### config.mk
export PLATFORM = sky130hd
export DESIGN_NAME = dac_out2_config_regs
export DESIGN_NICKNAME = d
export VERILOG_FILES = /design/src/design/out2_cfg_pkg.sv /design/src/design/out2_cfg_if.sv /design/src/design/out2_field_decode.sv /design/src/design/dac_out2_config_regs.sv
export SDC_FILE = /design/constraint.sdc
export NUM_CORES = 1
export LEC_CHECK = 0
export CAP_MARGIN = 25
export CORE_MARGIN = 2
export CORE_UTILIZATION = 35
export CTS_BUF_LIST = sky130_fd_sc_hd__clkbuf_8
export DETAILED_ROUTE_END_ITERATION = 10
export DONT_BUFFER_PORTS = 1
export HOLD_SLACK_MARGIN = 0.05
export MAX_ROUTING_LAYER = met4
export SYNTH_ARGS = -nofsm -noshare
export SYNTH_HDL_FRONTEND = slang
export SYNTH_SLANG_ARGS = --single-unit
### constraint.sdc
create_clock -name ref_clk_i -period 1.6 [get_ports ref_clk_i]
set_input_delay 0.16 -clock ref_clk_i [delete_from_list [all_inputs] [get_ports ref_clk_i]]
set_output_delay 0.16 -clock ref_clk_i [all_outputs]
set_load 0.02 [all_outputs]
### src/design/out2_cfg_pkg.sv
// Constants, field layout and reset state for the OUT2 / DAC2 config slice.
// Assumes a byte-wide host control port on the device clock.
package out2_cfg_pkg;

	// ****************************************************************
	// Register offsets
	// ****************************************************************
	localparam logic [7:0] ADDR_LEG_P_CONFIG = 8'h6C;
	localparam logic [7:0] ADDR_LEG_M_CONFIG = 8'h6D;
	localparam logic [7:0] ADDR_DAC2A_VOLUME = 8'h6E;

	// ****************************************************************
	// Field positions
	// ****************************************************************
	localparam int DRIVE_MSB = 7;
	localparam int DRIVE_LSB = 6;
	localparam int LEVEL_MSB = 5;
	localparam int LEVEL_LSB = 3;
	localparam int BW_BIT = 0;
	localparam int FULLSCALE_BIT = 1;
	localparam int CM_TOL_BIT = 0;

	// Writable bits; the rest are reserved and read as zero
	localparam logic [7:0] MASK_LEG_P = 8'hF9;
	localparam logic [7:0] MASK_LEG_M = 8'hFB;

	// ****************************************************************
	// Reset values
	// ****************************************************************
	localparam logic [7:0] RST_LEG_CONFIG = 8'h20;
	localparam logic [7:0] RST_VOLUME = 8'hC9;
	localparam logic [1:0] RST_DRIVE = 2'h0;
	localparam logic [2:0] RST_LEVEL = 3'h4;
	localparam logic RST_BIT = 1'h0;

	// ****************************************************************
	// Encodings
	// ****************************************************************
	typedef enum logic [1:0] {
		DRIVE_LINE_OUT = 2'h0,
		DRIVE_HEADPHONE = 2'h1,
		DRIVE_FOUR_OHM = 2'h2,
		DRIVE_RECEIVER = 2'h3
	} drive_mode_e;

	localparam logic [2:0] LEVEL_MIN_LEGAL = 3'h4;
	localparam logic [4:0] ATTEN_LEVEL4 = 5'h08;
	localparam logic [4:0] ATTEN_LEVEL5 = 5'h0E;
	localparam logic [4:0] ATTEN_LEVEL6 = 5'h14;
	localparam logic [4:0] ATTEN_LEVEL7 = 5'h1A;
	localparam logic [4:0] ATTEN_ILLEGAL = 5'h00;

	localparam logic [7:0] VOL_MUTE = 8'h00;
	localparam logic [7:0] VOL_UNITY = 8'hC9;

	// ****************************************************************
	// Register bank state
	// ****************************************************************
	typedef struct packed {
		logic [1:0] p_drive;
		logic [2:0] p_level;
		logic bw;
		logic [1:0] m_drive;
		logic [2:0] m_level;
		logic fullscale;
		logic cm_tol;
		logic [7:0] volume;
		logic [7:0] rdata;
		logic rvalid;
		logic reserved_wr;
		logic [3:0] p_onehot;
		logic [3:0] m_onehot;
		logic [4:0] p_atten;
		logic [4:0] m_atten;
		logic [1:0] level_bad;
		logic mute;
		logic unity;
		logic boost;
	} bank_state_s;

	localparam bank_state_s RST_STATE = '{
		p_drive: RST_DRIVE,
		p_level: RST_LEVEL,
		bw: RST_BIT,
		m_drive: RST_DRIVE,
		m_level: RST_LEVEL,
		fullscale: RST_BIT,
		cm_tol: RST_BIT,
		volume: RST_VOLUME,
		rdata: 8'h00,
		rvalid: 1'h0,
		reserved_wr: 1'h0,
		p_onehot: 4'h1,
		m_onehot: 4'h1,
		p_atten: ATTEN_LEVEL4,
		m_atten: ATTEN_LEVEL4,
		level_bad: 2'h0,
		mute: 1'h0,
		unity: 1'h1,
		boost: 1'h0
	};

endpackage : out2_cfg_pkg

### src/design/out2_cfg_if.sv
// Carries stored fields to the decoder and decoded controls back.
// Index 0 is the positive leg, index 1 the negative leg.
`timescale 1ns/1ps
interface out2_cfg_if;
	logic [1:0][1:0] drive;
	logic [1:0][2:0] level;
	logic [7:0] vol_code;
	logic [1:0][3:0] drive_onehot;
	logic [1:0][4:0] atten_db;
	logic [1:0] level_bad;
	logic vol_mute;
	logic vol_unity;
	logic vol_boost;

	modport regs (
		output drive, level, vol_code,
		input drive_onehot, atten_db, level_bad,
		input vol_mute, vol_unity, vol_boost
	);

	modport dec (
		input drive, level, vol_code,
		output drive_onehot, atten_db, level_bad,
		output vol_mute, vol_unity, vol_boost
	);
endinterface : out2_cfg_if

### src/design/out2_field_decode.sv
// Combinational decode of the stored leg and volume fields.
// Assumes the register bank registers every result it takes from here.
`timescale 1ns/1ps
module out2_field_decode (
	// Fields in, decoded controls out
	out2_cfg_if.dec cfg
);

	// ****************************************************************
	// Decoding helpers
	// ****************************************************************
	function automatic logic [4:0] level_to_atten(input logic [2:0] code);
		case (code)
			3'h4: level_to_atten = out2_cfg_pkg::ATTEN_LEVEL4;
			3'h5: level_to_atten = out2_cfg_pkg::ATTEN_LEVEL5;
			3'h6: level_to_atten = out2_cfg_pkg::ATTEN_LEVEL6;
			3'h7: level_to_atten = out2_cfg_pkg::ATTEN_LEVEL7;
			default: level_to_atten = out2_cfg_pkg::ATTEN_ILLEGAL;
		endcase
	endfunction : level_to_atten

	function automatic logic [3:0] drive_to_onehot(input logic [1:0] code);
		drive_to_onehot = 4'h1 << code;
	endfunction : drive_to_onehot

	// ****************************************************************
	// Per-leg decode
	// ****************************************************************
	for (genvar leg = 0; leg < 2; leg++) begin : g_leg
		assign cfg.drive_onehot[leg] = drive_to_onehot(cfg.drive[leg]);
		assign cfg.atten_db[leg] = level_to_atten(cfg.level[leg]);
		assign cfg.level_bad[leg] =
			cfg.level[leg] < out2_cfg_pkg::LEVEL_MIN_LEGAL;
	end

	// ****************************************************************
	// Volume decode
	// ****************************************************************
	// mute, unity and boost
	assign cfg.vol_mute = cfg.vol_code == out2_cfg_pkg::VOL_MUTE;
	assign cfg.vol_unity = cfg.vol_code == out2_cfg_pkg::VOL_UNITY;
	assign cfg.vol_boost = cfg.vol_code > out2_cfg_pkg::VOL_UNITY;

endmodule : out2_field_decode

### src/design/dac_out2_config_regs.sv
// Register slice for the second analog output and the DAC2 path:
// two leg configuration registers and the channel 2A volume register.
// Assumes the host control port is decoded on ref_clk_i upstream, so its
// strobes are synchronous and need no synchroniser here.
`timescale 1ns/1ps

// Behaviour
// - Positive drive field bits 7:6, reset 0: line, headphone, 4 ohm, receiver.
// - Positive level bits 5:3, reset 4; 4..7 give -8,-14,-20,-26 dB.
// - Register one bit 0: 0 audio 24 kHz, 1 wide 96 kHz; reset 0.
// - Negative drive field bits 7:6 of register two, same encoding, reset 0.
// - Negative level bits 5:3, reset 4; 4..7 as positive; 0..3 unused.
// - Register two bit 1: full-scale 10 Vrms (0) or 5 Vrms (1); reset 0.
// - Register two bit 0: AC common-mode tolerance (0) or rail-to-rail (1).
// - Reserved bits read zero, are read-only; software writes only zeros.
// - Volume code: 0 mute, 1 is -100 dB, 0.5 dB steps, reset 0xC9.
// - Register one decodes at 0x6C and resets to 0x20.
// - Register two decodes at 0x6D and resets to 0x20.
// - Volume register decodes at 0x6E, all eight bits read and write.
module dac_out2_config_regs (
	// Clock and reset
	input wire logic ref_clk_i,
	input wire logic resetn_i,
	// Host control port
	input wire logic [7:0] host_addr_i,
	input wire logic [7:0] host_wdata_i,
	input wire logic host_wr_i,
	input wire logic host_rd_i,
	output logic [7:0] host_rdata_o,
	output logic host_rdata_valid_o,
	output logic reserved_write_o,
	// Positive leg
	output logic [1:0] pos_leg_drive_sel_o,
	output logic [2:0] pos_leg_level_sel_o,
	output logic [3:0] pos_leg_drive_onehot_o,
	output logic [4:0] pos_leg_atten_db_o,
	// Negative leg
	output logic [1:0] neg_leg_drive_sel_o,
	output logic [2:0] neg_leg_level_sel_o,
	output logic [3:0] neg_leg_drive_onehot_o,
	output logic [4:0] neg_leg_atten_db_o,
	// Level code faults, bit 0 positive, bit 1 negative
	output logic [1:0] level_code_fault_o,
	// DAC channel 2 path
	output logic dac2_bandwidth_sel_o,
	output logic dac2_fullscale_sel_o,
	output logic dac2_common_mode_tolerance_o,
	// Channel 2A volume
	output logic [7:0] dac2a_volume_code_o,
	output logic dac2a_mute_o,
	output logic dac2a_unity_o,
	output logic dac2a_boost_o
);

	// ****************************************************************
	// State and decoder
	// ****************************************************************
	out2_cfg_pkg::bank_state_s st;
	out2_cfg_pkg::bank_state_s next_st;

	out2_cfg_if cfg ();

	assign cfg.drive[0] = st.p_drive;
	assign cfg.drive[1] = st.m_drive;
	assign cfg.level[0] = st.p_level;
	assign cfg.level[1] = st.m_level;
	assign cfg.vol_code = st.volume;

	out2_field_decode u_decode (
		.cfg(cfg.dec)
	);

	// ****************************************************************
	// Read image of each register
	// ****************************************************************
	// reserved bits read zero
	function automatic logic [7:0] leg_p_image(
		input out2_cfg_pkg::bank_state_s s
	);
		logic [7:0] img;
		img = 8'h00;
		img[out2_cfg_pkg::DRIVE_MSB:out2_cfg_pkg::DRIVE_LSB] = s.p_drive;
		img[out2_cfg_pkg::LEVEL_MSB:out2_cfg_pkg::LEVEL_LSB] = s.p_level;
		img[out2_cfg_pkg::BW_BIT] = s.bw;
		leg_p_image = img;
	endfunction : leg_p_image

	function automatic logic [7:0] leg_m_image(
		input out2_cfg_pkg::bank_state_s s
	);
		logic [7:0] img;
		img = 8'h00;
		img[out2_cfg_pkg::DRIVE_MSB:out2_cfg_pkg::DRIVE_LSB] = s.m_drive;
		img[out2_cfg_pkg::LEVEL_MSB:out2_cfg_pkg::LEVEL_LSB] = s.m_level;
		img[out2_cfg_pkg::FULLSCALE_BIT] = s.fullscale;
		img[out2_cfg_pkg::CM_TOL_BIT] = s.cm_tol;
		leg_m_image = img;
	endfunction : leg_m_image

	function automatic logic [7:0] read_reg(
		input logic [7:0] addr,
		input out2_cfg_pkg::bank_state_s s
	);
		case (addr)
			out2_cfg_pkg::ADDR_LEG_P_CONFIG: read_reg = leg_p_image(s);
			out2_cfg_pkg::ADDR_LEG_M_CONFIG: read_reg = leg_m_image(s);
			out2_cfg_pkg::ADDR_DAC2A_VOLUME: read_reg = s.volume;
			default: read_reg = 8'h00;
		endcase
	endfunction : read_reg

	// Flags a write that puts a one into a reserved position
	function automatic logic reserved_hit(
		input logic [7:0] data,
		input logic [7:0] mask
	);
		reserved_hit = |(data & ~mask);
	endfunction : reserved_hit

	// ****************************************************************
	// Next state
	// ****************************************************************
	always_comb begin
		next_st = st;
		next_st.rvalid = 1'h0;
		next_st.reserved_wr = 1'h0;

		if (host_wr_i) begin
			case (host_addr_i)
				out2_cfg_pkg::ADDR_LEG_P_CONFIG: begin
					next_st.p_drive = host_wdata_i[
						out2_cfg_pkg::DRIVE_MSB:out2_cfg_pkg::DRIVE_LSB];
					next_st.p_level = host_wdata_i[
						out2_cfg_pkg::LEVEL_MSB:out2_cfg_pkg::LEVEL_LSB];
					next_st.bw = host_wdata_i[out2_cfg_pkg::BW_BIT];
					next_st.reserved_wr = reserved_hit(host_wdata_i,
						out2_cfg_pkg::MASK_LEG_P);
				end
				out2_cfg_pkg::ADDR_LEG_M_CONFIG: begin
					next_st.m_drive = host_wdata_i[
						out2_cfg_pkg::DRIVE_MSB:out2_cfg_pkg::DRIVE_LSB];
					next_st.m_level = host_wdata_i[
						out2_cfg_pkg::LEVEL_MSB:out2_cfg_pkg::LEVEL_LSB];
					next_st.fullscale =
						host_wdata_i[out2_cfg_pkg::FULLSCALE_BIT];
					next_st.cm_tol = host_wdata_i[out2_cfg_pkg::CM_TOL_BIT];
					next_st.reserved_wr = reserved_hit(host_wdata_i,
						out2_cfg_pkg::MASK_LEG_M);
				end
				out2_cfg_pkg::ADDR_DAC2A_VOLUME: begin
					next_st.volume = host_wdata_i;
				end
				default: begin
					next_st.reserved_wr = 1'h0;
				end
			endcase
		end

		// Read sees the value before a write in the same cycle
		if (host_rd_i) begin
			next_st.rvalid = 1'h1;
			next_st.rdata = read_reg(host_addr_i, st);
		end

		// Decoded controls trail the fields by one clock so that every
		// output leaves a flip-flop; the analog side sees no glitches.
		next_st.p_onehot = cfg.drive_onehot[0];
		next_st.m_onehot = cfg.drive_onehot[1];
		next_st.p_atten = cfg.atten_db[0];
		next_st.m_atten = cfg.atten_db[1];
		next_st.level_bad = cfg.level_bad;
		next_st.mute = cfg.vol_mute;
		next_st.unity = cfg.vol_unity;
		next_st.boost = cfg.vol_boost;
	end

	// ****************************************************************
	// State register
	// ****************************************************************
	always_ff @(posedge ref_clk_i) begin
		if (!resetn_i) begin
			st <= out2_cfg_pkg::RST_STATE;
		end else begin
			st <= next_st;
		end
	end

	// ****************************************************************
	// Outputs
	// ****************************************************************
	assign host_rdata_o = st.rdata;
	assign host_rdata_valid_o = st.rvalid;
	assign reserved_write_o = st.reserved_wr;

	assign pos_leg_drive_sel_o = st.p_drive;
	assign pos_leg_level_sel_o = st.p_level;
	assign pos_leg_drive_onehot_o = st.p_onehot;
	assign pos_leg_atten_db_o = st.p_atten;

	assign neg_leg_drive_sel_o = st.m_drive;
	assign neg_leg_level_sel_o = st.m_level;
	assign neg_leg_drive_onehot_o = st.m_onehot;
	assign neg_leg_atten_db_o = st.m_atten;

	assign level_code_fault_o = st.level_bad;

	assign dac2_bandwidth_sel_o = st.bw;
	assign dac2_fullscale_sel_o = st.fullscale;
	assign dac2_common_mode_tolerance_o = st.cm_tol;

	assign dac2a_volume_code_o = st.volume;
	assign dac2a_mute_o = st.mute;
	assign dac2a_unity_o = st.unity;
	assign dac2a_boost_o = st.boost;

endmodule : dac_out2_config_regs

==> impl_metrics.tcl <==
set metrics [dict create \
    async_reset_ff_frac 0 \
    fin_cells 295 \
    gp_congestion 0.779 \
    ctsHoldBuffers 11 \
    fill_cells 591 \
    ys_seq_area_frac 0.493 \
    dp.cells 277 \
    die_x_um 81.7 \
    start_util 0.359 \
    power_mw 2.14 \
    synth_area_mm2 0.00211 \
    coreArea_mm2 0.00589 \
    synth_edf_count 0 \
    die_h_um 81.7 \
    ios 74 \
    io_buffers 0 \
    grtUsageMet1 0.198 \
    slew_violations 0 \
    fp-row-count 28 \
    hp-class "input pin to register" \
    final_antenna_net_count 0 \
    clk_pin_slew_ns 0.09 \
    cts_tree "built" \
    final.period_utilization 0.832 \
    syn2layout_area_growth_pct 11.3 \
    ctsResizeCount 0 \
    syn_inst 207 \
    grt_max_degree 38 \
    cp_data_arrival_time_ns 1.58 \
    track_usage 0.168 \
    post-route-util 0.400 \
    vdd_ir_drop_max_mv 0.505 \
    status "completed" \
    power.density_mw_per_mm2 911 \
    vias 1504 \
    first_pass_iters 4 \
    finalSetupTns_ns 0 \
    yosys-top-cells-count "dfxtp_1 (52), nand2_1 (27), mux2i_1 (21)" \
    worstSetupEndpointType "register" \
    use_met3 0.0637 \
    clk_path_buf_depth 2 \
    hold_viol_final 0 \
    synth_top_area_frac 0.493 \
    setup_violations 0 \
    nNetsFinal 240 \
    detail_route.wirelength_um 5200 \
    drc 0 \
    fin_crit_ns 1.33 \
    layout-drive-gt1-share 0.118 \
    setup_ws_ns 0.269 \
    grt_use_met2 0.263 \
    die_area_mm2 0.00668 \
    post_drt_wl_per_cell_um 17.6 \
    max_freq_mhz 751 \
    p_leak_nw 0.950 \
    antenna_found_initial 0 \
    synth.most_common_cell "dfxtp_1" \
    maxCapViolations 0 \
    rsz0062_at_grt "false" \
    diodes 0 \
    grt_busiest_layer "met2" \
    drtIter0Drc 69 \
    synth.largest_area_cell "dfxtp_1" \
    synth_cell_type_count 34 \
    crit_fanout 13 \
    clock_latency_ns 0.30 \
    synth_ff_type "dfxtp_1" \
    clock_sinks 52 \
    dp_hpwl_um 3570 \
    htreeDepth 2 \
    cts_setup_buffers 0 \
    grt_pass1_vias 1425 \
    synth-seq-cells 52 \
    dp_slack_ns 0.425 \
    worstSetupPathType "input pin to register" \
    gr-total-overflow 0 \
    ys_top_cells_by_area "dfxtp_1 (49%), mux2i_1 (9.9%), nand2_1 (4.8%)" \
    via_per_inst 5.10 \
    cts_root_buffer "clkbuf_8" \
    start_kind "input pin" \
    synth_warnings 0 \
    syn_area_per_cell_um2 10.2 \
    crit_required_ns 1.85 \
    cts_buffers 5 \
    grt_pass1_wl_um 7990 \
    skew_ns 0.00635 \
]
per-layer routing:
metal  routed length [um]  vias to the layer above
li1                     -                      746
met1                 2270                      699
met2                 2400                       55
met3                  473                        4
met4                   62                        0
met5                    0                        -
layout make-up:
class,count,area (um2),share of cell area
clock buffers,5,68.8,0.0293
repair buffers,17,165,0.0702
well taps,75,93.8,0.0399
clock inverters,2,12.5,0.00532
flip-flops and latches,52,1040,0.443
inverters,6,22.5,0.00957
multi-input cells,138,948,0.403
flip-flops by register name, summed over array words and instances, names as in the netlist:
signal and cells:
host_rdata_o 8, neg_leg_drive_sel_o 2, pos_leg_drive_sel_o 2, pos_leg_drive_onehot_o 4
reserved_write_o 1, dac2a_volume_code_o 8, host_rdata_valid_o 1, dac2_common_mode_tolerance_o 1
dac2a_mute_o 1, pos_leg_level_sel_o 3, neg_leg_atten_db_o 4, dac2_bandwidth_sel_o 1
dac2_fullscale_sel_o 1, level_code_fault_o 2, pos_leg_atten_db_o 4, dac2a_unity_o 1
neg_leg_level_sel_o 3, dac2a_boost_o 1, neg_leg_drive_onehot_o 4
worst max-delay path, cell delays in order:
cell and delay (ns):
dlygate4sd3_1 0.57, nor4_1 0.27, dlygate4sd3_1 0.58
cells by family after synthesis:
kind of cell | count (synthesis) | synth area share
other | 1 | 0.00177
AOI/OAI and AO/OA | 24 | 0.0758
buffers and inverters | 18 | 0.0604
and+or+nand+nor | 83 | 0.230
muxes | 27 | 0.131
xor gates and xnor gates | 2 | 0.00829
DFF | 52 | 0.493
cells in the final DEF (no fill, tap or decap), types with 8 or more instances in the layout:
cell type      synthesis  final
nor2_1                19     19
dlygate4sd3_1          0     10
nor2b_1                8      8
mux2i_1               21     21
dfxtp_1               52     52
and3_1                 8      8
nand2_1               27     27
final timing paths:
check | startpoint | end | slack, ns | depth (start not counted)
worst max-delay path | host_addr_i[1] | reserved_write_o$_SDFF_PN0_ | 0.27 | 3
worst min-delay path | host_wdata_i[6] | dac2a_volume_code_o[6]$_SDFFE_PN1P_ | 0.05 | 2
worst max register to register | dac2a_volume_code_o[0]$_SDFFE_PN1P_ | host_rdata_o[0]$_SDFFE_PN0P_ | 0.42 | 3
worst min register to register | dac2_bandwidth_sel_o$_SDFFE_PN0P_ | dac2_bandwidth_sel_o$_SDFFE_PN0P_ | 0.58 | 2
power by group:
| group | total [mW] | internal (mW) | switching, mW |
|---|---|---|---|
| clock | 0.720 | 0.297 | 0.423 |
| sequential | 1.30 | 1.30 | 0.00525 |
| combinational | 0.122 | 0.0543 | 0.0680 |
through the flow:
step / hold WS [ns] / instance area (um2)
floorplan: 0.298 / 2120
global placement: 0.234 / 2150
detailed placement: 0.232 / 2150
CTS: 0.0569 / 2350
global route: 0.0558 / 2350
finish: 0.0486 / 2350
Power figures use the tool's default switching activity.
